$ cat config.mk
export PLATFORM = sky130hd
export DESIGN_NAME = hcm_top
export DESIGN_NICKNAME = d
export VERILOG_FILES = /design/src/hcm_pkg.sv /design/src/hcm_maint_gate.sv /design/src/hcm_top.sv
export SDC_FILE = /design/constraint.sdc
export NUM_CORES = 1
export LEC_CHECK = 0
export BUFFER_PORTS_ARGS = -buffer_cell sky130_fd_sc_hd__buf_4
export CORE_ASPECT_RATIO = 0.5
export CORE_MARGIN = 1
export CORE_UTILIZATION = 35
export CTS_CLUSTER_DIAMETER = 50
export DETAILED_ROUTE_END_ITERATION = 16
export PLACE_DENSITY = 0.73
export SYNTH_ARGS = -nofsm -noshare
export SYNTH_HDL_FRONTEND = slang
export SYNTH_SLANG_ARGS = --single-unit
$ cat constraint.sdc
create_clock -name i_clk -period 2.3 [get_ports i_clk]
set_input_delay 0.23 -clock i_clk [delete_from_list [all_inputs] [get_ports i_clk]]
set_output_delay 0.23 -clock i_clk [all_outputs]
set_load 0.02 [all_outputs]
$ cat src/hcm_pkg.sv
// package for the hypervisor control / maintenance block
package hcm_pkg;
    // register byte addresses
    localparam logic [11:0] HCM_ADDR_CTRL = 12'h000; // hypervisor_interface_control
    localparam logic [11:0] HCM_ADDR_STATUS = 12'h004; // block status, read only
    localparam logic [11:0] HCM_ADDR_ACK = 12'h008; // vm_acknowledge_read
    localparam logic [11:0] HCM_ADDR_VM = 12'h00c; // vm_group1_enable control
    // field positions of hypervisor_interface_control
    localparam int HCM_EOI_HI = 31;
    localparam int HCM_EOI_LO = 27;
    localparam int HCM_GRP1_DIS_BIT = 7;
    localparam int HCM_GRP1_EN_BIT = 6;
    localparam int HCM_ENTRY_MISS_BIT = 2;
    localparam int HCM_GLOBAL_EN_BIT = 0;
    // field widths and values
    localparam int HCM_EOI_W = 5;
    localparam logic [31:0] HCM_CTRL_RESET = 32'h0000_0000;
    localparam logic [31:0] HCM_WRITABLE_MASK = 32'hf800_00c5;
    localparam logic [9:0] HCM_SPURIOUS_ID = 10'h3ff;
    // axi responses
    localparam logic [1:0] HCM_RESP_OKAY = 2'h0;
    localparam logic [1:0] HCM_RESP_SLVERR = 2'h2;

    // decoded control bits carried together
    typedef struct packed {
        logic [HCM_EOI_W-1:0] unmatched_eoi_counter;
        logic grp1_disabled_maint_enable;
        logic grp1_enabled_maint_enable;
        logic entry_missing_maint_enable;
        logic global_enable;
    } hcm_ctrl_type;

    // counter update: wraps from all ones to zero by natural overflow
    function automatic logic [HCM_EOI_W-1:0] hcm_inc(input logic [HCM_EOI_W-1:0] v);
        hcm_inc = v + 5'h01;
    endfunction
endpackage

$ cat src/hcm_maint_gate.sv
// maintenance interrupt source combination, registered
`timescale 1ns/1ps
module hcm_maint_gate
    import hcm_pkg::*;
(
    input wire logic i_clk,
    input wire logic i_sys_rst,
    input wire hcm_ctrl_type i_ctrl,
    input wire logic i_vm_group1_enable,
    output logic o_maint_irq,
    output logic o_sources_active
);
    logic eoi_src; // unmatched eoi source
    logic g1d_src; // group 1 disabled source
    logic g1e_src; // group 1 enabled source
    logic any_src;

    // counter nonzero source
    assign eoi_src = (i_ctrl.unmatched_eoi_counter != '0) && i_ctrl.entry_missing_maint_enable;
    // group 1 disabled source
    assign g1d_src = i_ctrl.grp1_disabled_maint_enable && !i_vm_group1_enable;
    // group 1 enabled source
    assign g1e_src = i_ctrl.grp1_enabled_maint_enable && i_vm_group1_enable;
    assign any_src = eoi_src || g1d_src || g1e_src;

    // registered level output; one cycle behind the conditions
    always_ff @(posedge i_clk) begin
        if (i_sys_rst) begin
            o_maint_irq <= 1'b0;
            o_sources_active <= 1'b0;
        end else begin
            // level, follows conditions
            // gated by global enable
            o_maint_irq <= any_src && i_ctrl.global_enable;
            o_sources_active <= any_src;
        end
    end
endmodule // hcm_maint_gate

$ cat src/hcm_top.sv
// hypervisor control register and maintenance logic with axi4-lite slave
// Contract
// no interrupts unless global enable set
// five-bit unmatched eoi count, bits 31:27
// hardware increments count on unmatched eoi
// eoi clearing no priority bit: no count
// count wraps from 31 to 0
// maint irq while count nonzero and enabled
// bit 7: signal while vm group1 off
// bit 6: signal while vm group1 on
// maintenance interrupt is level sensitive
// disabled: no irqs, acknowledge returns spurious
// entry-missing enable bit 2, global bit 0
// reserved bits 26:8 read zero, ignore writes
//
// The implementer's own choices: the AXI4-Lite interface to the registers and the register addresses.
`timescale 1ns/1ps
module hcm_top
    import hcm_pkg::*;
#(
    parameter int ID_W = 10 // interrupt identifier width
) (
    input wire logic i_clk,
    input wire logic i_sys_rst,
    // axi4-lite write address
    input wire logic [11:0] i_awaddr,
    input wire logic i_awvalid,
    output logic o_awready,
    // axi4-lite write data
    input wire logic [31:0] i_wdata,
    input wire logic [3:0] i_wstrb,
    input wire logic i_wvalid,
    output logic o_wready,
    // axi4-lite write response
    output logic [1:0] o_bresp,
    output logic o_bvalid,
    input wire logic i_bready,
    // axi4-lite read address
    input wire logic [11:0] i_araddr,
    input wire logic i_arvalid,
    output logic o_arready,
    // axi4-lite read data
    output logic [31:0] o_rdata,
    output logic [1:0] o_rresp,
    output logic o_rvalid,
    input wire logic i_rready,
    // eoi event from the virtual cpu interface, one-cycle pulse
    input wire logic i_eoi_unmatched,
    // that eoi cleared a bit in active_priorities_tracking
    input wire logic i_eoi_cleared_priority,
    // highest pending virtual interrupt from list logic
    input wire logic i_virq_pending,
    input wire logic [ID_W-1:0] i_virq_id,
    // gated outputs
    output logic o_maint_irq,
    output logic o_virq
);
    logic [31:0] ctrl_q; // hypervisor_interface_control storage
    logic vm_group1_enable; // held in its own register
    hcm_ctrl_type ctrl;
    logic sources_active;
    logic aw_held, w_held; // address/data already taken
    logic [11:0] aw_addr;
    logic [31:0] w_data;
    logic [3:0] w_strb;
    logic do_write;
    logic [31:0] next_rdata;
    logic rd_ok;

    assign ctrl.unmatched_eoi_counter = ctrl_q[HCM_EOI_HI:HCM_EOI_LO];
    assign ctrl.grp1_disabled_maint_enable = ctrl_q[HCM_GRP1_DIS_BIT];
    assign ctrl.grp1_enabled_maint_enable = ctrl_q[HCM_GRP1_EN_BIT];
    // enable bit positions
    assign ctrl.entry_missing_maint_enable = ctrl_q[HCM_ENTRY_MISS_BIT];
    assign ctrl.global_enable = ctrl_q[HCM_GLOBAL_EN_BIT];

    // byte-lane merge used by the control register write only
    function automatic logic [31:0] merge(input logic [31:0] old, input logic [31:0] nw,
                                          input logic [3:0] strb);
        logic [31:0] r;
        r = old;
        for (int i = 0; i < 4; i++) begin
            if (strb[i]) r[i*8 +: 8] = nw[i*8 +: 8];
        end
        merge = r;
    endfunction

    // write fires once both address and data are in hand and no response waits
    assign do_write = aw_held && w_held && !o_bvalid;

    // write address capture; ready high while slot empty and no response waits
    always_ff @(posedge i_clk) begin
        if (i_sys_rst) begin
            aw_held <= 1'b0;
            aw_addr <= '0;
            o_awready <= 1'b0;
        end else if (do_write) begin
            aw_held <= 1'b0;
            o_awready <= 1'b0;
        end else if (o_awready && i_awvalid) begin
            aw_held <= 1'b1;
            aw_addr <= i_awaddr;
            o_awready <= 1'b0;
        end else begin
            o_awready <= !aw_held && !o_bvalid;
        end
    end

    // write data capture, independent of address order
    always_ff @(posedge i_clk) begin
        if (i_sys_rst) begin
            w_held <= 1'b0;
            w_data <= '0;
            w_strb <= '0;
            o_wready <= 1'b0;
        end else if (do_write) begin
            w_held <= 1'b0;
            o_wready <= 1'b0;
        end else if (o_wready && i_wvalid) begin
            w_held <= 1'b1;
            w_data <= i_wdata;
            w_strb <= i_wstrb;
            o_wready <= 1'b0;
        end else begin
            o_wready <= !w_held && !o_bvalid;
        end
    end

    // write response; unmapped or read-only addresses answer slverr
    always_ff @(posedge i_clk) begin
        if (i_sys_rst) begin
            o_bvalid <= 1'b0;
            o_bresp <= HCM_RESP_OKAY;
        end else if (do_write) begin
            o_bvalid <= 1'b1;
            o_bresp <= (aw_addr == HCM_ADDR_CTRL || aw_addr == HCM_ADDR_VM)
                       ? HCM_RESP_OKAY : HCM_RESP_SLVERR;
        end else if (o_bvalid && i_bready) begin
            o_bvalid <= 1'b0;
        end
    end

    // control register: software write and hardware count in one process
    always_ff @(posedge i_clk) begin
        if (i_sys_rst) begin
            ctrl_q <= HCM_CTRL_RESET;
        end else begin
            logic [31:0] v;
            v = ctrl_q;
            if (do_write && aw_addr == HCM_ADDR_CTRL) begin
                // reserved bits stay zero
                v = merge(ctrl_q, w_data, w_strb) & HCM_WRITABLE_MASK;
            end
            // a same-cycle hardware event increments the software-written count
            // automatic count of unmatched eoi
            // only priority-clearing eois count
            if (i_eoi_unmatched && i_eoi_cleared_priority) begin
                // count field bits 31:27
                // wraps 31 to 0
                v[HCM_EOI_HI:HCM_EOI_LO] = hcm_inc(v[HCM_EOI_HI:HCM_EOI_LO]);
            end
            ctrl_q <= v;
        end
    end

    // vm group 1 enable, modelled as a software register here
    always_ff @(posedge i_clk) begin
        if (i_sys_rst) begin
            vm_group1_enable <= 1'b0;
        end else if (do_write && aw_addr == HCM_ADDR_VM && w_strb[0]) begin
            vm_group1_enable <= w_data[0];
        end
    end

    // read data mux
    always_comb begin
        next_rdata = 32'h0000_0000;
        rd_ok = 1'b1;
        case (i_araddr)
            HCM_ADDR_CTRL: next_rdata = ctrl_q;
            HCM_ADDR_STATUS: next_rdata = {29'h0, vm_group1_enable, sources_active,
                                           o_maint_irq};
            // spurious id while disabled
            HCM_ADDR_ACK: next_rdata = (ctrl.global_enable && i_virq_pending)
                                       ? {{(32-ID_W){1'b0}}, i_virq_id}
                                       : {22'h0, HCM_SPURIOUS_ID};
            HCM_ADDR_VM: next_rdata = {31'h0, vm_group1_enable};
            default: rd_ok = 1'b0;
        endcase
    end

    // read channel: one read at a time, answer the cycle after acceptance
    always_ff @(posedge i_clk) begin
        if (i_sys_rst) begin
            o_arready <= 1'b0;
            o_rvalid <= 1'b0;
            o_rdata <= '0;
            o_rresp <= HCM_RESP_OKAY;
        end else if (o_arready && i_arvalid) begin
            o_arready <= 1'b0;
            o_rvalid <= 1'b1;
            o_rdata <= next_rdata;
            o_rresp <= rd_ok ? HCM_RESP_OKAY : HCM_RESP_SLVERR;
        end else if (o_rvalid && i_rready) begin
            o_rvalid <= 1'b0;
        end else begin
            o_arready <= !o_rvalid;
        end
    end

    // virtual interrupt gated by global enable
    always_ff @(posedge i_clk) begin
        if (i_sys_rst) begin
            o_virq <= 1'b0;
        end else begin
            // global enable gate
            o_virq <= i_virq_pending && ctrl.global_enable;
        end
    end

    // maintenance source combination
    hcm_maint_gate u_gate (
        .i_clk(i_clk),
        .i_sys_rst(i_sys_rst),
        .i_ctrl(ctrl),
        .i_vm_group1_enable(vm_group1_enable),
        .o_maint_irq(o_maint_irq),
        .o_sources_active(sources_active)
    );
endmodule // hcm_top

==> summary.md, run 1 <==
| Metric | Value |
|---|---|
| Status | finished clean |
| GRT overflow | 0 |
| Post-Syn Instances | 298 |
| Area grow syn2layout | 40.3% |
| Final ANT Viol Nets | 0 |
| Num CTS Buffers | 9 |
| Number of global-route vias before repair | 2,179 |
| Yosys warns | 0 |
| Yosys cell types | 48 |
| Antenna violations before repair | 0 |
| CTS tree | built |
| Critical path's largest stage delay | 0.32 ns |
| DRC viols | 0 |
| Die area | approximately 8200 um^2 |
| Flop and latch count out of synthesis | 61 |
| Setup WS pre-CTS | 0.0294 ns |
| Largest net degree at the start of global routing | 50 |
| Vias | 2,395 |
| Most frequent cells in the layout | 107 x buf_4, 61 x dfxtp_1, 38 x nor2_1 |
| Startpoint Class | register |
| IO buf count | 95 |
| Diode count | 0 |
| Data arrival time of the critical path | 2.32 ns |
| Endpoints failing setup | 0 |
| Clk_skew | roughly 0.0033 ns |
| WP data required | 2.49 ns |
| Sequential share of the synthesized area | 0.449 |
| Mapped Area | 2720 um^2 |
| Most common cell after layout, fill and taps aside | buf_4 |
| Clock buffer depth | 2 |
| Placer Congestion | approximately 0.76 |
| Clock Pin Slew Worst Setup and Hold Paths | 0.05 ns |
| Worst-path maximum fanout | 4 |
| Post-synth EDFFs | 0 |
| Worst slew pin tran | 0.558 ns |
| H-tree depth | 3 |
| Latest clock arrival within the worst-skew pair | 0.32 ns |
| Crit end category | register |
| Max rail drop VDD | around 0.37 mV |
| # rows | 22 |
| Die H | around 64 um |
| Post-Route WL | between 6000 and 7000 um |
| Worst setup margin | 0.165 ns |
| Final period util | 0.928 |
| Final Hold Vio Count | 0 |
| IO Pins | about 120 |
| Horiz. Die Dim | 127 um |
| Max-slew headroom | 0.625 |
| Post-layout minimum cycle time | around 2.1 ns |
| CP cell instances | nor4_2 > buf_4 > and4_4 > nand2_2 > mux2_4 > ha_4 > nand3_4 > nor3_4 > nor4b_4 > a211oi_2 |
| Leak | ~1.6 nW |
| Iteration-0 DRC count of the detailed router | 111 |
| Total track usage | 0.159 |
| Initial core utilization | 0.366 |
| Final setup TNS | 0 ns |
| Setup CP Type | reg -> reg |
| Max-cap viol count | 0 |
| First-pass DRT Iterations | 4 |
| Predominant post-synthesis flop cell | dfxtp_1 |
| Power Dens Cells | ~700 nW/um^2 |
| Flop-to-flop setup slack | between 0.15 and 0.2 ns |
| Syn avg cell area | 9.14 um^2 |
| FMAX | about 470 MHz |
| Slew Limit Fails | 0 |
| Async SR Flop Fraction | 0 |
| Worst hold path class | in -> reg |
| CTS sink count | 61 |
| Wire length per cell | 12.7 um |
| First-pass GRT wire length | 10,200 um |
| Slowest library cell on the worst path | dfxtp_1 |
| Post-DP HPWL | 4360 um |
| Clk Tree Root Cell | clkbuf_16 |
| Vias per std cell | 4.94 |
| Unrepaired setup endpoints after global routing | no |
| Layout cell share with drive strength beyond 1 | 0.373 |
| Core area | 7430 um^2 |
| Layout Nets | 466 |
| Filler cell count | around 730 |
[per-stage QoR]
step / hold WS (ns) / area, um^2 / total power (W) / utilization / instances
final: 0.142 / 3820 / 0.00265 / 0.514 / 485
after global routing: 0.134 / 3820 / 0.00277 / 0.514 / 485
after CTS: 0.132 / 3740 / 0.00267 / 0.503 / 484
after detailed placement: 0.439 / 3460 / 0.00142 / 0.465 / 469
after global placement: 0.435 / 3460 / 0.00141 / 0.465 / 469
after floorplan: 0.377 / 2740 / 0.00129 / - / 299
[cells in the mapped netlist, types with 5 or more instances]
cell type,number,share of area
a211oi_1,5,0.014
a21oi_1,13,0.024
a22o_1,5,0.016
buf_4,19,0.052
clkbuf_1,6,0.0083
dfxtp_1,61,0.45
inv_1,5,0.0069
mux2i_1,24,0.088
nand2_1,21,0.029
nand3_1,7,0.013
nand4_1,11,0.025
nor2_1,39,0.054
nor3_1,9,0.017
o21ai_0,11,0.020
o31ai_1,6,0.017
[layer usage]
metal | share of wire | GRT usage | wire [um]
met1 | 0.49 | 0.201 | 3010
met4 | 0.0044 | 0.0491 | 27
met5 | 0 | 0 | 0
met2 | 0.45 | 0.252 | 2770
met3 | 0.060 | 0.0611 | 370
[worst max-delay path: cells and delay by family, from the launching register on]
| kind | cells | cell delay (ns) |
|---|---|---|
| adder cells (fa/ha/maj) | 1 | 0.17 |
| AO/OA/AOI/OAI | 1 | 0.07 |
| flip-flops | 1 | 0.32 |
| buffers and inverters | 1 | 0.16 |
| AND/OR/NAND/NOR | 6 | 0.96 |
| multiplexers | 1 | 0.32 |
[where the power goes]
part / total [W] / internal [W] / switching [W]
Combinational: 0.000282 / 0.000149 / 0.000134
Sequential: 0.00112 / 0.00109 / 0.0000301
Clock: 0.00124 / 0.000809 / 0.000435
Total: 0.00265 / 0.00205 / 0.000598
[flip-flops by register name, indices dropped and copies added (netlist names), 2 cells and up]
signal,count
o_rdata,16
aw_addr,12
ctrl_q,9
w_data,9
w_strb,2
[path summary, 6_finish.rpt]
path / cells after the start / from / to
worst max register to register: 10 / aw_addr[6] / ctrl_q[31]
worst min-delay path: 3 / i_virq_id[4] / o_rdata[4]
worst min register to register: 2 / o_rdata[5] / o_rdata[5]
worst max-delay path: 10 / aw_addr[6] / ctrl_q[31]
[final cells by class]
class	instances	area, um^2	area share
multi-input cells	201	1380	0.361
well taps	96	120	0.0314
clock inverters	1	5.00	0.00131
inverters	5	18.8	0.00491
flip-flops and latches	61	1220	0.320
repair buffers	107	803	0.210
clock buffers	14	274	0.0717
[timing repair]
action                     in CTS  in global routing
gates resized for setup         0                 17
hold buffers                    0                  0
setup endpoints to repair       0                  2
buffers inserted                0                  1
[logic make-up (layout without fill, tap and decap cells)]
family / after synthesis / after routing / share of synthesized area
AOI/OAI and AO/OA: 53 / 53 / 0.126
xor gates and xnor gates: 2 / 2 / 0.00643
adders and majority gates: 1 / 1 / 0.00459
buffers and inverters: 37 / 127 / 0.0786
DFF: 61 / 61 / 0.449
muxes: 27 / 27 / 0.106
other: 1 / 2 / 0.00138
and+or+nand+nor: 116 / 116 / 0.228
No activity file was read; power rests on OpenSTA's default activity.
==> run 2, diff against run 1 <==
==> constraint.sdc (replaced) <==
create_clock -name i_clk -period 2.3 [get_ports i_clk]
set_input_delay 0.46 -clock i_clk [delete_from_list [all_inputs] [get_ports i_clk]]
set_output_delay 0.46 -clock i_clk [all_outputs]
set_load 0.02 [all_outputs]
==> run 2 against run 1 <==
Effect of this change: maximum frequency shrank 2.4%; sequential share of layout area fell by 0.57 points; critical path depth rose by 1; die area stayed put; combinational power about the same; total power rose by 15%; register-to-register slack got worse by 0.05 ns; count of clock-buffer cells in the layout is 5 lower; cell count is 0.82% higher; via count is 0.38% lower; largest power group unchanged.
==> summary.md, run 2 (synthesis gave the netlist of run 1 again) <==
| Metric | Value |
|---|---|
| Placer Congestion | 0.731 (-4.2%) |
| Die H | 64.4 um (unchanged) |
| Largest net degree at the start of global routing | 46 (-8.0%) |
| Worst setup margin | 0.112 ns (-0.0533 ns) |
| Largest register FFs | 16 (unchanged) |
| Worst hold path class | in -> reg |
| Post-layout minimum cycle time | 2.19 ns (+0.0533 ns) |
| Final period util | 0.951 (+0.0232) |
| Seq pwr share | 0.370 (-0.054) |
| Final Power | 0.00304 W (+15%) |
| Worst slew pin tran | 0.499 ns (-0.0593 ns) |
| Filler cell count | 702 (-3.3%) |
| Most common cell after layout, fill and taps aside | buf_4 |
| CTS sink count | 61 (unchanged) |
| Antenna violations before repair | 0 (unchanged) |
| Slew Limit Fails | 0 (unchanged) |
| Endpoints failing setup | 0 (unchanged) |
| # hold bufs at CTS | 0 (unchanged) |
| Power Dens Cells | 780 nW/um^2 (+13%) |
| Largest register by flop count | o_rdata |
| Iteration-0 DRC count of the detailed router | 130 (+17%) |
| IO Pins | 123 (unchanged) |
| Core area | 7430 um^2 (unchanged) |
| IO buf count | 95 (unchanged) |
| Data arrival time of the critical path | 2.38 ns (+0.06 ns) |
| CP cell instances | nor4_2 > buf_4 > and4_1 > buf_4 > nand3_1 > nand2_1 > ha_2 > nand3_4 > o21ai_1 > nor4b_4 > a211oi_1 |
| P_sw | 0.000633 W (+5.7%) |
| Max rail drop VDD | 0.421 mV (+14%) |
| CTS tree | built |
| Startpoint Class | register |
| Final ANT Viol Nets | 0 (unchanged) |
| Total track usage | 0.160 (+0.000929) |
| Horiz. Die Dim | 127 um (unchanged) |
| Area grow syn2layout | 42.9% |
| Max-cap viol count | 0 (unchanged) |
| Clock Pin Slew Worst Setup and Hold Paths | 0.06 ns (about the same) |
| Post CTS Setup Buffer Count | 0 (unchanged) |
| Clock buffer depth | 2 (unchanged) |
| FMAX | 457 MHz (-2.4%) |
| Clk_skew | 0.00454 ns (+0.00128 ns) |
| Initial core utilization | 0.366 (unchanged) |
| Most frequent cells in the layout | 110 x buf_4, 61 x dfxtp_1, 38 x nor2_1 |
| Area of the multi-input gates | 1340 um^2 (-2.7%) |
| Reg area | 1220 um^2 (unchanged) |
| Slowest library cell on the worst path | dfxtp_1 |
| Final Hold Vio Count | 0 (unchanged) |
| WL met1 | 2890 um (-4.1%) |
| Layout cell share with drive strength beyond 1 | 0.372 (-0.00125) |
| Number of global-route vias before repair | 2,270 (+4.2%) |
| Layout Nets | 469 (+0.64%) |
| Met2 Wirelength | 2930 um (+5.8%) |
| H-tree depth | 3 (unchanged) |
| Critical path's largest stage delay | 0.31 ns (about the same) |
| Setup CP Type | reg -> reg |
| Vias per std cell | 4.88 (-1.2%) |
| Comb power frac | 0.092 (-0.015) |
| DR top layer | met4 |
| CP dominant cell by count | buf_4 |
| Max-slew headroom | 0.667 (+0.0420) |
| Worst hold slack | 0.332 ns (+0.190 ns) |
| First-pass DRT Iterations | 4 (unchanged) |
| Wire length per cell | 12.8 um (+0.45%) |
| First-pass GRT wire length | 10,200 um (+0.28%) |
| Met3 wire len | 328 um (-11%) |
| Die area | 8160 um^2 (unchanged) |
| Leak | 1.66 nW (+2.6%) |
| Clk Tree Root Cell | clkbuf_16 |
| WP data required | 2.49 ns (about the same) |
| Internal power | 0.00240 W (+17%) |
| Clock power share | 0.538 (+0.069) |
| GRT overflow | 0 (unchanged) |
| Num CTS Buffers | 9 (unchanged) |
| Worst-path maximum fanout | 5 (+1) |
| DRC viols | 0 (unchanged) |
| Post-DP HPWL | 4600 um (+5.5%) |
| Status | finished clean |
| Post-Route WL | 6260 um (+1.3%) |
| Vias | 2,386 (-0.38%) |
| Crit end category | register |
| Latest clock arrival within the worst-skew pair | 0.33 ns (about the same) |
| # rows | 22 (unchanged) |
| Diode count | 0 (unchanged) |
| Switching Fraction | 0.208 (-0.0174) |
| Top Registers | o_rdata x16, aw_addr x12 |
| Setup WS pre-CTS | 0.0298 ns (+0.000388 ns) |
## run 2: changes by cell type in the layout (fill, tap and decap cells not counted), moves of 2 or more
cell | before | now
buf_4 | 107 | 110
clkbuf_1 | 2 | 0
nor3_1 | 6 | 8
clkbuf_8 | 3 | 0
bufinv_16 | 0 | 4
## run 2: through the flow
stage	utilization	TNS, ns	area (um^2)	instances
4_1_cts	0.518	0	3850	489
6_report	0.523	0	3890	489
5_1_grt	0.523	-0.0199	3890	489
2_1_floorplan	-	0	2740	299
3_5_place_dp	0.470	0	3490	473
3_3_place_gp	0.470	0	3490	473
## run 2: cell type report
| type | count | area share |
|---|---|---|
| Multi-Input combinational cell | 201 | 0.345 |
| Sequential cell | 61 | 0.314 |
| Timing Repair Buffer | 110 | 0.212 |
| Clock buffer | 9 | 0.0579 |
| Clock inverter | 7 | 0.0354 |
| Tap cell | 96 | 0.0309 |
| Inverter | 5 | 0.00482 |
## run 2: path summary, 6_finish.rpt
check / slack [ns] / cells past startpoint / endpoint / startpoint
setup / recovery: 0.11 / 11 / ctrl_q[31] / aw_addr[1]
setup reg to reg: 0.11 / 11 / ctrl_q[31] / aw_addr[1]
hold / removal: 0.33 / 2 / o_rvalid / i_sys_rst
hold reg to reg: 0.45 / 2 / o_rdata[8] / o_rdata[8]
## run 2: worst max-delay path: cells and delay by family (launching register included)
kind | cells | cell delay (ns)
AOI/OAI and AO/OA | 2 | 0.23
buffers and inverters | 2 | 0.31
and+or+nand+nor | 6 | 1.01
adders and majority gates | 1 | 0.20
DFF | 1 | 0.31
## run 2: power by group through the flow
stage / clock, W / sequential (W) / combinational (W)
6_report: 0.00163 / 0.00112 / 0.000280
5_1_grt: 0.00171 / 0.00113 / 0.000306
4_1_cts: 0.00166 / 0.00112 / 0.000279
3_5_place_dp: 0 / 0.00114 / 0.000278
3_3_place_gp: 0 / 0.00114 / 0.000271
2_1_floorplan: 0 / 0.00115 / 0.000141
## run 2: per-layer routing
metal / track usage / vias up
met4: 0.0774 / 0
li1: - / 1227
met2: 0.276 / 65
met5: 0 / -
met1: 0.184 / 1082
met3: 0.0477 / 12
## run 2: what timing repair did
item,in CTS,in global routing
endpoints found under the hold margin,0,0
gates resized for setup,0,9
endpoints found under the setup margin,0,2
==> run 3, diff against run 2 <==
--- a/config.mk
+++ b/config.mk
@@ -5,7 +5,7 @@
 export SDC_FILE = /design/constraint.sdc
 export NUM_CORES = 1
 export LEC_CHECK = 0
-export BUFFER_PORTS_ARGS = -buffer_cell sky130_fd_sc_hd__buf_4
+export BUFFER_PORTS_ARGS = -buffer_cell sky130_fd_sc_hd__buf_2
 export CORE_ASPECT_RATIO = 0.5
 export CORE_MARGIN = 1
 export CORE_UTILIZATION = 35
==> run 3 against run 2 <==
Effect of this change: register-to-register slack about the same; count of clock-buffer cells in the layout up 3; critical path depth unchanged; core utilization down 4.1 points; clock power down 26%; global-route usage down 0.74 points; combinational power down 9.6%; worst setup slack better by 0.0044 ns; first-iteration DRC count up 15%; critical path type unchanged.
==> summary.md, run 3 (synthesis gave the netlist of run 1 again) <==
| Metric | Value |
|---|---|
| Status | finished clean |
| Comb power frac | 0.098 (+0.006) |
| Largest register FFs | 16 (unchanged) |
| Iteration-0 DRC count of the detailed router | 149 (+15%) |
| Post-route insts no fill | 487 (-0.41%) |
| CTS sink count | 61 (unchanged) |
| Die area | 8160 um^2 (unchanged) |
| Worst hold path class | in -> reg |
| Setup CP Type | reg -> reg |
| Latest clock arrival within the worst-skew pair | 0.32 ns (about the same) |
| Crit end category | register |
| DP Area | 3240 um^2 (-7.0%) |
| Clk Tree Root Cell | clkbuf_16 |
| Flop-to-flop setup slack | 0.12 ns (about the same) |
| Largest net degree at the start of global routing | 49 (+6.5%) |
| GRT overflow | 0 (unchanged) |
| Seq pwr share | 0.437 (+0.067) |
| Final Hold Vio Count | 0 (unchanged) |
| Clock power share | 0.465 (-0.073) |
| Clock buffer depth | 2 (unchanged) |
| R2R Path Start | aw_addr[6] |
| Antenna violations before repair | 0 (unchanged) |
| CTS tree | built |
| Slew Limit Fails | 0 (unchanged) |
| Most frequent cells in the layout | 95 x buf_2, 61 x dfxtp_1, 38 x nor2_1 |
| Clock Pin Slew Worst Setup and Hold Paths | 0.05 ns (about the same) |
| Power Dens Cells | 718 nW/um^2 (-8.0%) |
| Slowest library cell on the worst path | dfxtp_1 |
| Max-slew headroom | 0.664 (-0.00262) |
| Wire length per cell | 12.3 um (-3.9%) |
| IO Pins | 123 (unchanged) |
| Data arrival time of the critical path | 2.38 ns (about the same) |
| Min-delay src | i_wdata[6] |
| Fin area | 3580 um^2 (-7.9%) |
| DRC viols | 0 (unchanged) |
| Hold Path Sink | w_data[6] |
| Clk_skew | 0.00272 ns (-0.00182 ns) |
| Post-DP HPWL | 4390 um (-4.7%) |
| FF-to-FF End | ctrl_q[29] |
| Num CTS Buffers | 9 (unchanged) |
| Worst slew pin tran | 0.504 ns (+0.00461 ns) |
| Most common cell after layout, fill and taps aside | buf_2 |
| Crit path max-delay family | simple AND/OR/NAND/NOR gates |
| Critical path's largest stage delay | 0.31 ns (about the same) |
| Core Util, Final | 0.482 (-0.0414) |
| FMAX | 458 MHz (+0.20%) |
| Vias per std cell | 4.90 (+0.37%) |
| Startpoint Class | register |
| Hold path depth | 3 (+1) |
| Worst-path maximum fanout | 4 (-1) |
| Die H | 64.4 um (unchanged) |
| Placed insts | 472 (-0.21%) |
| Core area | 7430 um^2 (unchanged) |
| Final ANT Viol Nets | 0 (unchanged) |
| Area grow syn2layout | 31.6% |
| Switching Fraction | 0.229 (+0.0202) |
| Worst setup margin | 0.116 ns (+0.00441 ns) |
| WP data required | 2.50 ns (about the same) |
| Buf/Inv on CP | 2 (unchanged) |
| CP cell instances | nor4_2 > buf_4 > and4_4 > nand2_2 > mux2_4 > ha_2 > nand3_4 > buf_6 > nor3_1 > o21ai_1 > nand4_1 |
| Post-Route WL | 5990 um (-4.3%) |
| Vias | 2,385 (-0.042%) |
| Endpoints failing setup | 0 (unchanged) |
| Post-layout minimum cycle time | 2.18 ns (-0.00441 ns) |
| Final period util | 0.949 (-0.00192) |
| Number of global-route vias before repair | 2,044 (-10%) |
| Top Registers | o_rdata x16, aw_addr x12 |
| P_sw | 0.000588 W (-7.1%) |
| First-pass DRT Iterations | 4 (unchanged) |
| Horiz. Die Dim | 127 um (unchanged) |
| H-tree depth | 3 (unchanged) |
| R2r worst-path depth | 11 (unchanged) |
| Layout Nets | 469 (unchanged) |
| Leak | 1.58 nW (-4.7%) |
| IO buf count | 95 (unchanged) |
| Placer Congestion | 0.736 (+0.70%) |
| First-pass GRT wire length | 9490 um (-6.8%) |
| Total track usage | 0.153 (-0.00744) |
| Internal power | 0.00198 W (-17%) |
| Setup WS pre-CTS | 0.00810 ns (-0.0217 ns) |
| Largest register by flop count | o_rdata |
| Initial core utilization | 0.366 (unchanged) |
| Max-cap viol count | 0 (unchanged) |
| Layout cell share with drive strength beyond 1 | 0.376 (+0.00446) |
| Diode count | 0 (unchanged) |
| # rows | 22 (unchanged) |
| Max rail drop VDD | 0.446 mV (+6.0%) |
-- run 3: worst max path at each step --
stage,start,to,cells past startpoint
2_1_floorplan,aw_addr[8],ctrl_q[31],10
3_3_place_gp,aw_addr[1],ctrl_q[31],10
3_5_place_dp,aw_addr[1],ctrl_q[31],10
4_1_cts,aw_addr[1],ctrl_q[31],11
5_1_grt,aw_addr[6],ctrl_q[29],11
6_report,aw_addr[6],ctrl_q[29],11
-- run 3: what timing repair did --
item                                    4_1_cts  5_1_grt
pin swaps                                     1        3
gates cloned                                  0        0
hold buffers                                  0        0
gates resized for setup                       0       16
endpoints found under the setup margin        1        2
setup buffers                                 0        1
-- run 3: cell type report --
cell class,instances,area [um^2]
fillers,728,3850
well taps,96,120
flip-flops and latches,61,1220
clock buffers,12,256
repair buffers,110,592
inverters,5,18.8
multi-input cells,201,1360
clock inverters,2,10.0
-- run 3: worst reg2reg max path: stages (launching register included) --
cell	delay [ns]
dfxtp_1	0.31
nor4_2	0.26
buf_4	0.17
and4_4	0.23
nand2_2	0.07
mux2_4	0.31
ha_2	0.20
nand3_4	0.12
buf_6	0.13
nor3_1	0.05
o21ai_1	0.11
nand4_1	0.10
-- run 3: routing by layer --
layer	GRT usage	wire (um)
met4	0.0491	74
met5	0	0
met3	0.0645	330
met2	0.247	2710
met1	0.185	2870
-- run 3: metrics by stage --
step / TNS, ns / total power (W) / hold slack (ns)
after floorplan: 0 / 0.00129 / 0.449
after global placement: 0 / 0.00138 / 0.431
after detailed placement: 0 / 0.00139 / 0.439
after CTS: 0 / 0.00260 / 0.357
after global routing: -0.0271 / 0.00270 / 0.357
final: 0 / 0.00257 / 0.371
-- run 3: power by group through the flow --
stage | logic [W] | clock network (W) | registers [W]
2_1_floorplan | 0.000141 | 0 | 0.00115
3_3_place_gp | 0.000241 | 0 | 0.00114
3_5_place_dp | 0.000246 | 0 | 0.00114
4_1_cts | 0.000247 | 0.00123 | 0.00112
5_1_grt | 0.000278 | 0.00129 | 0.00113
6_report | 0.000253 | 0.00120 | 0.00112
